<file path="config.mk">
export PLATFORM = sky130hd
export DESIGN_NAME = ufs_regs
export DESIGN_NICKNAME = d
export VERILOG_FILES = /design/src/inc/ufs_pkg.sv /design/src/verilog/ufs_regs.sv
export SDC_FILE = /design/constraint.sdc
export NUM_CORES = 1
export LEC_CHECK = 0
export ABC_CLOCK_PERIOD_IN_PS = 2500
export BUFFER_PORTS_ARGS = -buffer_cell sky130_fd_sc_hd__buf_2
export CORE_ASPECT_RATIO = 0.9
export CORE_UTILIZATION = 35
export DETAILED_ROUTE_END_ITERATION = 10
export PLACE_DENSITY = 0.66
export SLEW_MARGIN = 30
export SYNTH_ARGS = -nofsm -noshare
export SYNTH_HDL_FRONTEND = slang
export SYNTH_SLANG_ARGS = --single-unit
export TNS_END_PERCENT = 10
</file>
<file path="constraint.sdc">
create_clock -name pclk -period 2.5 [get_ports pclk]
set_clock_uncertainty 0.15 [all_clocks]
set_input_delay 0.25 -clock pclk [delete_from_list [all_inputs] [get_ports pclk]]
set_output_delay 0.25 -clock pclk [all_outputs]
set_load 0.02 [all_outputs]
</file>
<file path="src/inc/ufs_pkg.sv">
package ufs_pkg;

    // Register bus geometry: each byte register owns one 32-bit word.
    localparam int ADDR_W = 18;
    localparam int IDX_W  = 16;

    // Register indices; the byte address is four times the index.
    localparam logic [IDX_W-1:0] IDX_EP8_FLAGS      = 16'hE6AA;
    localparam logic [IDX_W-1:0] IDX_EP2_COUNT_HIGH = 16'hE6AB;
    localparam logic [IDX_W-1:0] IDX_EP2_COUNT_LOW  = 16'hE6AC;
    localparam logic [IDX_W-1:0] IDX_EP4_COUNT_HIGH = 16'hE6AD;
    localparam logic [IDX_W-1:0] IDX_EP4_COUNT_LOW  = 16'hE6AE;
    localparam logic [IDX_W-1:0] IDX_EP6_COUNT_HIGH = 16'hE6AF;
    localparam logic [IDX_W-1:0] IDX_EP6_COUNT_LOW  = 16'hE6B0;
    localparam logic [IDX_W-1:0] IDX_EP8_COUNT_HIGH = 16'hE6B1;
    localparam logic [IDX_W-1:0] IDX_EP8_COUNT_LOW  = 16'hE6B2;
    localparam logic [IDX_W-1:0] IDX_PTR_HIGH       = 16'hE6B3;
    localparam logic [IDX_W-1:0] IDX_PTR_LOW        = 16'hE6B4;
    localparam logic [IDX_W-1:0] IDX_PTR_CONTROL    = 16'hE6B5;
    localparam logic [IDX_W-1:0] IDX_SETUP_BUF      = 16'hE6B8;
    localparam logic [IDX_W-1:0] IDX_INT_STATUS     = 16'hF000;
    localparam logic [IDX_W-1:0] IDX_INT_MASK       = 16'hF001;
    localparam logic [IDX_W-1:0] IDX_FW_LEN_LOW     = 16'hF002;
    localparam logic [IDX_W-1:0] IDX_FW_LEN_HIGH    = 16'hF003;

    // Widths of the byte counts, of the setup packet and of the interrupt registers.
    localparam int EP2_CNT_W   = 13;
    localparam int EP4_CNT_W   = 11;
    localparam int EP6_CNT_W   = 12;
    localparam int EP8_CNT_W   = 11;
    localparam int SETUP_BYTES = 8;
    localparam int INT_W       = 3;

    // Flag bit positions.
    localparam int FLAG_FULL  = 0;
    localparam int FLAG_EMPTY = 1;
    localparam int FLAG_PROG  = 2;

    // Interrupt status bit positions.
    localparam int INT_SETUP = 0;
    localparam int INT_FULL  = 1;
    localparam int INT_EMPTY = 2;

    // Request-type byte fields.
    localparam int RT_DIR     = 7;
    localparam int RT_TYPE_HI = 6;
    localparam int RT_TYPE_LO = 5;
    localparam int RT_RCPT_HI = 4;
    localparam int RT_RCPT_LO = 0;
    localparam logic [1:0] REQ_TYPE_STANDARD = 2'h0;
    localparam logic [1:0] REQ_TYPE_CLASS    = 2'h1;
    localparam logic [1:0] REQ_TYPE_VENDOR   = 2'h2;
    localparam logic [1:0] REQ_TYPE_RESERVED = 2'h3;
    localparam logic [4:0] RCPT_DEVICE       = 5'h00;
    localparam logic [4:0] RCPT_INTERFACE    = 5'h01;
    localparam logic [4:0] RCPT_ENDPOINT     = 5'h02;
    localparam logic [4:0] RCPT_OTHER        = 5'h03;

    // Values after reset.
    localparam logic [2:0]  FLAGS_RST    = 3'h6;
    localparam logic        AUTO_RST     = 1'b1;
    localparam logic [7:0]  PTR_RST      = 8'h00;
    localparam logic [15:0] FW_LEN_RST   = 16'h0000;

endpackage

</file>
<file path="src/verilog/ufs_regs.sv">
// How it works
// - Endpoint 8 flag register is read-only: bits 2..0 flags, upper zero.
// - Byte counts show OUT full count, IN bytes of current packet.
// - Endpoint 2 count is 13 bits, high byte holds bits 12..8.
// - Endpoint 6 count is 12 bits, high byte holds bits 11..8.
// - Endpoint 4 and 8 counts are 11 bits, high byte bits 10..8.
// - All eight count bytes are read-only and reset to zero.
// - Setup pointer holds 16-bit address; high byte writable.
// - Pointer low bit 0 always reads zero; firmware loads even addresses.
// - Auto-length resets to one; clear uses firmware length, not wLength.
// - Each received setup packet lands in a read-only eight-byte buffer.
// - Byte 0 bit 7 gives data stage direction.
// - Byte 0 bits 6..5 give request type.
// - Byte 0 bits 4..0 give recipient.
// - Byte 1 is request code; bytes 2 and 3 are wValue.
// - Bytes 4 and 5 are wIndex.
// - Bytes 6 and 7 are wLength.
//
// Chosen here: the APB slave port.
module ufs_regs
    import ufs_pkg::*;
(
    // Clock and reset.
    input  wire logic                  pclk,
    input  wire logic                  presetn,
    // APB slave.
    input  wire logic                  psel,
    input  wire logic                  penable,
    input  wire logic                  pwrite,
    input  wire logic [ADDR_W-1:0]     paddr,
    input  wire logic [31:0]           pwdata,
    input  wire logic [3:0]            pstrb,
    output logic      [31:0]           prdata,
    output logic                       pready,
    output logic                       pslverr,
    // Endpoint FIFO state from the controller.
    input  wire logic [2:0]            ep8_flags_in,
    input  wire logic [EP2_CNT_W-1:0]  ep2_byte_count,
    input  wire logic [EP4_CNT_W-1:0]  ep4_byte_count,
    input  wire logic [EP6_CNT_W-1:0]  ep6_byte_count,
    input  wire logic [EP8_CNT_W-1:0]  ep8_byte_count,
    // Setup packet from the USB receiver, byte 0 in bits 7..0.
    input  wire logic                  setup_done,
    input  wire logic [63:0]           setup_packet,
    // Decoded setup fields and pointer control.
    output logic                       setup_dir_in,
    output logic [1:0]                 setup_req_type,
    output logic [4:0]                 setup_recipient,
    output logic [7:0]                 setup_request,
    output logic [15:0]                setup_value,
    output logic [15:0]                setup_index,
    output logic [15:0]                setup_length,
    output logic [15:0]                setup_data_pointer,
    output logic                       auto_length_enable,
    output logic [15:0]                data_stage_length,
    // Interrupt.
    output logic                       irq
);

    ////////////////////////////////////////////////////////////////////////

    typedef struct packed {
        logic [2:0]                  flags;
        logic [EP2_CNT_W-1:0]        cnt2;
        logic [EP4_CNT_W-1:0]        cnt4;
        logic [EP6_CNT_W-1:0]        cnt6;
        logic [EP8_CNT_W-1:0]        cnt8;
        logic [7:0]                  ptr_hi;
        logic [7:1]                  ptr_lo;
        logic                        auto_len;
        logic [15:0]                 fw_len;
        logic [SETUP_BYTES-1:0][7:0] buf_b;
        logic [INT_W-1:0]            int_stat;
        logic [INT_W-1:0]            int_mask;
        logic [31:0]                 rdata;
        logic                        ready;
        logic                        err;
        logic [15:0]                 dlen;
        logic                        irq;
    } ufs_state_s;

    ufs_state_s s_q;
    ufs_state_s s_d;

    logic [IDX_W-1:0] idx;
    logic             wr_en;
    logic             setup_ph;

    assign idx      = paddr[ADDR_W-1:2];
    assign setup_ph = psel && !penable;
    // A write lands only at the edge where the master sees pready high.
    assign wr_en    = psel && penable && s_q.ready && pwrite && pstrb[0];

    ////////////////////////////////////////////////////////////////////////

    always_comb begin
        logic [7:0]       rbyte;
        logic             hit;
        logic [INT_W-1:0] ev;
        logic [INT_W-1:0] clr;
        rbyte = 8'h00;
        hit   = 1'b1;
        ev    = '0;
        clr   = '0;
        s_d   = s_q;

        // Live FIFO state is only sampled; software cannot alter it.
        s_d.flags = ep8_flags_in;
        s_d.cnt2  = ep2_byte_count;
        s_d.cnt4  = ep4_byte_count;
        s_d.cnt6  = ep6_byte_count;
        s_d.cnt8  = ep8_byte_count;

        // Interrupt events: new setup packet, FIFO turning full or empty.
        ev[INT_SETUP] = setup_done;
        ev[INT_FULL]  = ep8_flags_in[FLAG_FULL] && !s_q.flags[FLAG_FULL];
        ev[INT_EMPTY] = ep8_flags_in[FLAG_EMPTY]
                        && !s_q.flags[FLAG_EMPTY];

        // Whole packet is kept in wire order, low byte of each word first.
        if (setup_done) begin
            for (int i = 0; i < SETUP_BYTES; i++) begin
                s_d.buf_b[i] = setup_packet[8*i +: 8];
            end
        end

        if (wr_en) begin
            case (idx)
                IDX_PTR_HIGH:    s_d.ptr_hi   = pwdata[7:0];
                IDX_PTR_LOW:     s_d.ptr_lo   = pwdata[7:1];
                IDX_PTR_CONTROL: s_d.auto_len = pwdata[0];
                IDX_INT_MASK:    s_d.int_mask = pwdata[INT_W-1:0];
                IDX_INT_STATUS:  clr          = pwdata[INT_W-1:0];
                IDX_FW_LEN_LOW:  s_d.fw_len[7:0]  = pwdata[7:0];
                IDX_FW_LEN_HIGH: s_d.fw_len[15:8] = pwdata[7:0];
                default: begin
                end
            endcase
        end

        // Setting wins over a simultaneous write-one-to-clear.
        s_d.int_stat = (s_q.int_stat & ~clr) | ev;
        s_d.irq      = |(s_d.int_stat & s_d.int_mask);

        // Firmware length replaces wLength while auto mode is off.
        s_d.dlen = s_d.auto_len ? {s_d.buf_b[7], s_d.buf_b[6]}
                                : s_d.fw_len;

        case (idx)
            IDX_EP8_FLAGS:      rbyte = {5'h00, s_q.flags};
            IDX_EP2_COUNT_HIGH: rbyte = {3'h0, s_q.cnt2[12:8]};
            IDX_EP2_COUNT_LOW:  rbyte = s_q.cnt2[7:0];
            IDX_EP4_COUNT_HIGH: rbyte = {5'h00, s_q.cnt4[10:8]};
            IDX_EP4_COUNT_LOW:  rbyte = s_q.cnt4[7:0];
            IDX_EP6_COUNT_HIGH: rbyte = {4'h0, s_q.cnt6[11:8]};
            IDX_EP6_COUNT_LOW:  rbyte = s_q.cnt6[7:0];
            IDX_EP8_COUNT_HIGH: rbyte = {5'h00, s_q.cnt8[10:8]};
            IDX_EP8_COUNT_LOW:  rbyte = s_q.cnt8[7:0];
            IDX_PTR_HIGH:       rbyte = s_q.ptr_hi;
            IDX_PTR_LOW:        rbyte = {s_q.ptr_lo, 1'b0};
            IDX_PTR_CONTROL:    rbyte = {7'h00, s_q.auto_len};
            IDX_INT_STATUS:     rbyte = {5'h00, s_q.int_stat};
            IDX_INT_MASK:       rbyte = {5'h00, s_q.int_mask};
            IDX_FW_LEN_LOW:     rbyte = s_q.fw_len[7:0];
            IDX_FW_LEN_HIGH:    rbyte = s_q.fw_len[15:8];
            default: begin
                // The setup buffer starts on an eight-word boundary.
                if (idx[IDX_W-1:3] == IDX_SETUP_BUF[IDX_W-1:3]) begin
                    rbyte = s_q.buf_b[idx[2:0]];
                end else begin
                    hit = 1'b0;
                end
            end
        endcase
        if (paddr[1:0] != 2'h0) begin
            hit = 1'b0;
        end

        // Answer comes in the first access cycle; data is fixed in setup.
        s_d.ready = setup_ph;
        if (setup_ph) begin
            s_d.rdata = hit ? {24'h000000, rbyte} : 32'h00000000;
            s_d.err   = !hit;
        end else if (!psel) begin
            s_d.err   = 1'b0;
        end
    end

    ////////////////////////////////////////////////////////////////////////

    always_ff @(posedge pclk or negedge presetn) begin
        if (!presetn) begin
            s_q          <= '0;
            s_q.flags    <= FLAGS_RST;
            s_q.ptr_hi   <= PTR_RST;
            s_q.auto_len <= AUTO_RST;
            s_q.fw_len   <= FW_LEN_RST;
        end else begin
            s_q <= s_d;
        end
    end

    ////////////////////////////////////////////////////////////////////////

    assign prdata             = s_q.rdata;
    assign pready             = s_q.ready;
    assign pslverr            = s_q.err;
    assign setup_dir_in       = s_q.buf_b[0][RT_DIR];
    assign setup_req_type     = s_q.buf_b[0][RT_TYPE_HI:RT_TYPE_LO];
    assign setup_recipient    = s_q.buf_b[0][RT_RCPT_HI:RT_RCPT_LO];
    assign setup_request      = s_q.buf_b[1];
    assign setup_value        = {s_q.buf_b[3], s_q.buf_b[2]};
    assign setup_index        = {s_q.buf_b[5], s_q.buf_b[4]};
    assign setup_length       = {s_q.buf_b[7], s_q.buf_b[6]};
    assign setup_data_pointer = {s_q.ptr_hi, s_q.ptr_lo, 1'b0};
    assign auto_length_enable = s_q.auto_len;
    assign data_stage_length  = s_q.dlen;
    assign irq                = s_q.irq;

    logic rd_setup;
    assign rd_setup = setup_ph && !pwrite && paddr[1:0] == 2'h0;
endmodule // ufs_regs

</file>
After elaboration in Yosys (flattened, before gate mapping)

Cells that the tools add are included.

Equality and inequality tests: 18
$lt $le $gt $ge: 1
Bitwise logic cells: 4
Muxes and demuxes: 20
Reductions and logical operators: 16

Operators by type and width:

| kind                   | count |
|---|---|
| $eq A16 B16 Y1 const B | 16 |
| $pmux W8 S16           | 1 |
| $mux W64               | 1 |
| $mux W8                | 5 |
| $bmux W8 S3            | 1 |
| $mux W17               | 1 |
| $mux W16               | 1 |
| $reduce_or A16 Y1      | 1 |
| $eq A13 B13 Y1 const B | 1 |
| $mux W3                | 4 |
| $logic_and A1 B1 Y1    | 7 |
| $and A3 B3 Y3          | 2 |
| $mux W1                | 6 |
| $logic_not A1 Y1       | 4 |
| $lt A3 B4 Y1 const B   | 1 |
| $reduce_and A2 Y1      | 2 |
| $not A3 Y3             | 1 |
| $or A3 B3 Y3           | 1 |
| $reduce_or A3 Y1       | 1 |
| $ne A2 B1 Y1 const B   | 1 |
| $reduce_bool A2 Y1     | 1 |

Output and inout port bits: 132
Logic and storage cells: 83
Input bits: 174
Register bits after elaboration: 203

Depth between registers and ports, before layout

Gate-level depths: netlist of run 1.

Depth in word-level cells: 10
Depth in mapped cells: 8
Mapped depth without buffers: 6

Worst setup path before layout of run 1

Ideal clock, no wire load.

Kind: input to register
From: input paddr[8]
To: register s_q (netlist bit data_stage_length[10])
Path slack: -87 ps
Data required time: 2,225 ps
Cell stages on the path: 7
Library setup time: 125 ps
Arrival time: 2,311 ps
Cells stage by stage: nand4b_4 -> or2_4 -> or4_4 -> nor3_4 -> mux2i_2 -> buf_6 -> mux2_4

RTL lines:

| element         | line           | source |
|---|---|---|
| start, declared | ufs_regs.sv:30 | `input wire logic [ADDR_W-1:0] paddr,` |
| end, declared   | ufs_regs.sv:82 | `ufs_state_s s_q;` |

==> results of run 1 <==
==> per-layer routing <==
layer	up-vias	share of wire	track usage
met4	0	0.018	0.06178
met2	271	0.50	0.3561
met3	27	0.070	0.05065
met1	3254	0.41	0.2579
met5	-	0	0
li1	2947	-	-
==> critical path: stages <==
cell           delay (ns)
dlygate4sd3_1        0.54
buf_2                0.13
and3_2               0.16
nand3_1              0.13
nor3_2               0.31
and2_1               0.23
buf_12               0.15
mux2_2               0.35
mux2_2               0.27
==> logic make-up (layout without fill, tap and decap cells) <==
group / after synthesis / in the layout / share of synthesized area
compound gates: 64 / 64 / 0.05621
buf+inv: 164 / 486 / 0.1278
flops: 179 / 179 / 0.5086
mux: 157 / 157 / 0.2285
other cells: 1 / 26 / 0.0004254
simple gates: 103 / 103 / 0.07850
==> layout by cell type, fill, tap and decap left out, types with 4 or more instances in the layout <==
master,count
mux4_2,19
nand2_1,21
buf_4,63
mux2i_1,24
a32oi_1,4
mux2_2,97
mux2_4,16
conb_1,25
nand3_1,4
buf_2,252
nor3_1,4
inv_1,10
clkbuf_16,17
dfrtp_1,176
a22o_1,5
nor4_1,5
a222oi_1,4
nand4_1,5
dlygate4sd3_1,123
and2_1,5
nor2_1,16
o21ai_0,5
buf_12,5
a21oi_1,7
==> through the flow <==
step | util | TNS [ns] | area [sq um] | hold slack, ns | worst slack [ns]
after floorplan | - | -0.2064 | 8914 | -0.1956 | -0.02293
after global placement | 0.4127 | -3.088 | 10090 | 0.1152 | -0.1965
after detailed placement | 0.4127 | -3.136 | 10090 | 0.1214 | -0.2244
after CTS | 0.4870 | 0 | 11910 | 0.007902 | 0.08635
after global routing | 0.4873 | 0 | 11920 | 0.02383 | 0.03149
final | 0.4873 | 0 | 11920 | 0.02826 | 0.1353
==> final cells by class <==
| cell class | instances | share of cell area |
|---|---|---|
| tap | 336 | 0.03527 |
| clock inverter | 11 | 0.01060 |
| timing repair buffer | 444 | 0.2583 |
| clock buffer | 21 | 0.03863 |
| multi-input combinational | 349 | 0.2777 |
| inverter | 10 | 0.003149 |
| sequential | 179 | 0.3761 |
| antenna | 1 | 0.0002100 |
==> power by group through the flow <==
stage                     clock (uW)  combinational (uW)  sequential, uW
after floorplan                    0                 667            3170
after global placement             0                 943            3200
after detailed placement           0                 950            3200
after CTS                       2780                1100            3150
after global routing            2890                1170            3160
final                           2690                1090            3140
==> state kept, by name, indices dropped and copies added, names as in the netlist, 2 cells and up <==
signal / cells
setup_index: 16
setup_req_type: 2
prdata: 8
setup_recipient: 5
setup_length: 16
s_q: 72
setup_data_pointer: 15
setup_value: 16
setup_request: 8
data_stage_length: 16
==> repair_timing <==
action | CTS | global route
gates resized for setup | 0 | 1
hold endpoints to repair | 194 | 0
hold buffers | 123 | 0
setup endpoints to repair | 0 | 8
==> path summary, 6_finish.rpt <==
path,slack (ns),to
worst max-delay path,0.14,data_stage_length[1]
max in group asynchronous,1.15,s_q[202]
worst min register to register,0.34,prdata[6]
worst max register to register,0.25,data_stage_length[1]
worst min-delay path,0.03,setup_data_pointer[9]
min in group asynchronous,0.20,s_q[184]
==> results.toml, run 1 <==
[logic_synthesis]
ys_warn_count = 0
post-synth-top-count-cell = "dfrtp_1"
synth_edf_count = 0
yosysTopAreaCell = "dfrtp_1"
netlist_instances = 668
synth-main-ff-cell = "dfrtp_1"
yosysTopAreaCellShare = 0.4996
syn_avg_cell_area_sq_um = 13.20
synth_cell_types = 76
ys_seq_area_frac = 0.5086
synth_area_sq_um = 8815
synth-seq-cells = 179
synth_area_leaders = "dfrtp_1, mux2_2, buf_4, mux4_2, mux2i_1"
synthArstFlopShare = 1.000
ys_top_cells_by_count = "dfrtp_1, buf_4, mux2_2, mux2i_1, nand2_1"

[floorplan]
initial_core_util = 0.3604
design.core.area_sq_um = 24460
die_w_um = 169.3
die_area_sq_um = 25820
die_h_um = 152.6
rows = 54
io_pins = 306

[power]
pwr-share-clk = 0.389
power.total_uw = 6924
switchingPower_uw = 1813
internal_power_uw = 5111
seqPwrFrac = 0.454
peakVddDrop_mv = 0.4088
p_leak_uw = 0.005716
switching_share = 0.2619
p_comb_frac = 0.157
power.density_nw_per_um2 = 580.9

[timing]
max_freq_mhz = 422.9
slew_headroom = 0.5706
worst_pin_slew_ns = 0.6441
finalCritPeriodShare = 0.9459
finalHoldViolCount = 0
drv_slew = 0
rsz0062_at_grt = "false"
period_needed_ns = 2.365
setup_viol = 0

[route]
vias_per_cell = 4.811
wl_mm = 25.78
final_antenna_net_count = 0
dr.pass1.iters = 5
wire_per_inst_um = 19.08
drc = 0
drt_iter0_markers = 363
via_count = 6499

[global_routing]
grt_pass1_vias = 6931
grt_util_all_layers = 0.2077
grt_pass1_wl_mm = 39.77
antenna_found_initial = 1
grt_overflow_total = 0
grt_max_degree = 61

[clock_tree]
cts.sinks = 179
cts_buffers = 17
clkTransAtPathRegs_ns = 0.06
root_buffer = "clkbuf_16"
cts_buffer_depth = 2
tritoncts = "yes"
cts_setup_buffers = 0
htree_levels = 4
clk_latency_ns = 0.43

[critical_path]
r2r_cells = 7
r2r_start = "pready"
arrival_ns = 2.53
crit_path_end_kind = "flop"
worstSetupPathType = "primary input to flop"
startpoint = "psel"
required_ns = 2.66
critPathMaxFanout = 8
worstSetupStartpointType = "primary input"

[min_path]
whs_path_depth = 2
min_path_type = "primary input to flop"
hp-start = "pwdata[1]"

[placed_design]
dpl.hpwl_mm = 18.89
io_buffers = 253
place_congestion = 0.8854
dp_cells = 1195

[layout]
fin_nets = 1175
ff_latch_area_sq_um = 4483
final_cells = 1351
multi_input_area_sq_um = 3309
fillers = 2209
syn_to_final_growth_pct = 35.22
drive_above_1_share = 0.5000

[job]
maxCapViolCount = 0

[status]
status = "complete, no violations"
Note: power is estimated with default switching activity, not from simulation.
==> inputs of run 2 (changes only) <==
--- a/config.mk
+++ b/config.mk
@@ -5,6 +5,7 @@
 export SDC_FILE = /design/constraint.sdc
 export NUM_CORES = 1
 export LEC_CHECK = 0
+export ABC_AREA = 1
 export ABC_CLOCK_PERIOD_IN_PS = 2500
 export BUFFER_PORTS_ARGS = -buffer_cell sky130_fd_sc_hd__buf_2
 export CORE_ASPECT_RATIO = 0.9
==> results.toml, run 2 <==
[floorplan]
design.core.area_sq_um = 25190
rows = 55
io_pins = 306
initial_core_util = 0.3564
die_area_sq_um = 26290
die_h_um = 153.9
die_w_um = 170.8

[placed_design]
place_congestion = 0.9049
postPlaceCellArea_sq_um = 9889
dpl.hpwl_mm = 20.85
io_buffers = 253

[logic_synthesis]
synth-main-ff-cell = "dfrtp_1"
synth-seq-cells = 179
synth_area_leaders = "dfrtp_1, nand2_1, buf_4, o21ai_0, nand3_1"
synth_cell_types = 39
synthArstFlopShare = 1.000
ys_top_cells_by_count = "nand2_1, dfrtp_1, buf_4, inv_1, nor2_1"
syn_avg_cell_area_sq_um = 8.197
post-synth-top-count-cell = "nand2_1"
ys_seq_area_frac = 0.4994
yosysTopAreaCellShare = 0.4907
ys_warn_count = 0
synth_edf_count = 0
netlist_instances = 1095
synth_area_sq_um = 8976
yosysTopAreaCell = "dfrtp_1"

[critical_path]
worst-path-buf-inv = 5
r2r_cells = 8
r2r-end = "data_stage_length[1]"
regToRegSetupSlack_ns = 0.42
r2r_start = "pready"
crit_path_end_kind = "flop"
worstSetupPathDepth = 12
required_ns = 2.69
cp_slowest_cell = "dlygate4sd3_1"
critPathTopFamily = "buffers and inverters"
setup.worst_path.end = "data_stage_length[1]"
cp_slowest_stage_delay_ns = 0.53
cp_cell_sequence = "dlygate4sd3_1 -> buf_2 -> nand2_1 -> inv_1 -> nand4_1 -> nor3_2 -> inv_1 -> nand2_1 -> o21ai_4 -> inv_4 -> nor2_1 -> a31oi_1"
critPathMaxFanout = 27
startpoint = "psel"
worstSetupPathType = "primary input to flop"
arrival_ns = 2.49
worstSetupStartpointType = "primary input"

[timing]
slew_headroom = 0.5465
period_needed_ns = 2.294
max_freq_mhz = 436.0
rsz0062_at_grt = "false"
drv_slew = 0
finalHoldViolCount = 0
worst_pin_slew_ns = 0.6795
finalCritPeriodShare = 0.9174
final.setup.tns_ns = 0
setup_viol = 0

[layout]
final_common_cell = "nand2_1"
final_cell_mix = "nand2_1, buf_2, dfrtp_1, dlygate4sd3_1, inv_1"
utilization = 0.4658
fin_nets = 1553
drive_above_1_share = 0.2579
largest_register_ffs = 72
syn_to_final_growth_pct = 30.69
design_area_sq_um = 11730
regMostFlops = "s_q"

[route]
wl_mm = 28.59
drc = 0
vias_per_cell = 4.631
final_antenna_net_count = 0
drt_iter0_markers = 520
dr.pass1.iters = 5
via_count = 8034
wire_per_inst_um = 16.48

[clock_tree]
htree_levels = 4
cts_buffer_depth = 2
cts_buffers = 17
clk_latency_ns = 0.44
clkTransAtPathRegs_ns = 0.07
cts.sinks = 179
tritoncts = "yes"
root_buffer = "clkbuf_16"

[global_routing]
grt_pass1_vias = 7744
grt_max_degree = 71
grt_util_all_layers = 0.2203
grt_overflow_total = 0
grt_pass1_wl_mm = 42.59
antenna_found_initial = 0

[power]
peakVddDrop_mv = 0.3534
power.density_nw_per_um2 = 590.4
p_leak_uw = 0.006138

[status]
status = "complete, no violations"

[job]
maxCapViolCount = 0

[min_path]
min_path_type = "primary input to flop"
-- run 2: cell count changes in the layout (fill, tap and decap cells not counted), sizes merged, moves of 19 or more --
cell / before / now
mux2: 113 / 2
buf: 320 / 277
nand2: 21 / 371
mux4: 19 / 0
nor2: 16 / 93
mux2i: 25 / 0
nand3: 5 / 65
o21ai: 5 / 86
inv: 13 / 97
-- run 2: final cells by class --
cell class,instances,area (sq um)
fill,2489,13460
sequential,179,4483
inverter,92,349.1
timing repair buffer,399,2711
multi-input combinational,690,3139
tap,342,427.9
antenna,1,2.502
clock buffer,18,439.2
clock inverter,14,178.9
-- run 2: worst register-to-register path: stages (launching register included) --
cell and delay (ns):
dfrtp_1 0.35, nand4_1 0.38, nor3_2 0.28, inv_1 0.10
nand2_1 0.11, o21ai_4 0.11, inv_4 0.24, nor2_1 0.11
a31oi_1 0.18
-- run 2: what timing repair did --
item                                   CTS  global route
setup buffers                            0             0
endpoints found under the hold margin  261             0
resized for setup                        0             1
setup endpoints to repair                0             2
hold buffers                           122             0
-- run 2: worst min-delay path by stage --
stage,start,cells after the start,slack [ns],endpoint
2_1_floorplan,presetn,0,-0.20,data_stage_length[0]
3_3_place_gp,presetn,1,0.04,s_q[161]
3_5_place_dp,presetn,1,0.05,pready
4_1_cts,pwdata[6],3,0.02,setup_data_pointer[14]
5_1_grt,pwdata[6],3,0.05,setup_data_pointer[14]
6_report,pwdata[6],3,0.04,setup_data_pointer[14]
-- run 2: report_power, final --
part           internal (uW)  switching (uW)  total [uW]
sequential              3050            98.4        3150
clock                   1390            1380        2770
combinational            398             605        1000
total                   4840            2080        6930
-- run 2: metal layers --
layer  share of wire  global-route usage
met1            0.44              0.2857
met2            0.46              0.3477
met3           0.070             0.05997
met4           0.031             0.08580
met5               0                   0
-- run 2: logic make-up after synthesis --
group	synth area share
AND/OR/NAND/NOR	0.2596
flip-flops	0.4994
buffers and inverters	0.1609
AO/OA/AOI/OAI	0.07722
multiplexers	0.002509
other	0.0004178
-- run 2: stage by stage --
stage,instances,worst slack (ns),hold slack (ns),power [uW]
6_report,1735,0.2064,0.03806,6927
5_1_grt,1734,0.05136,0.04858,7231
4_1_cts,1734,0.2271,0.01919,6995
3_5_place_dp,1580,0.2957,0.04687,4063
3_3_place_gp,1580,0.3224,0.04368,4052
2_1_floorplan,1119,0.7729,-0.1956,3801
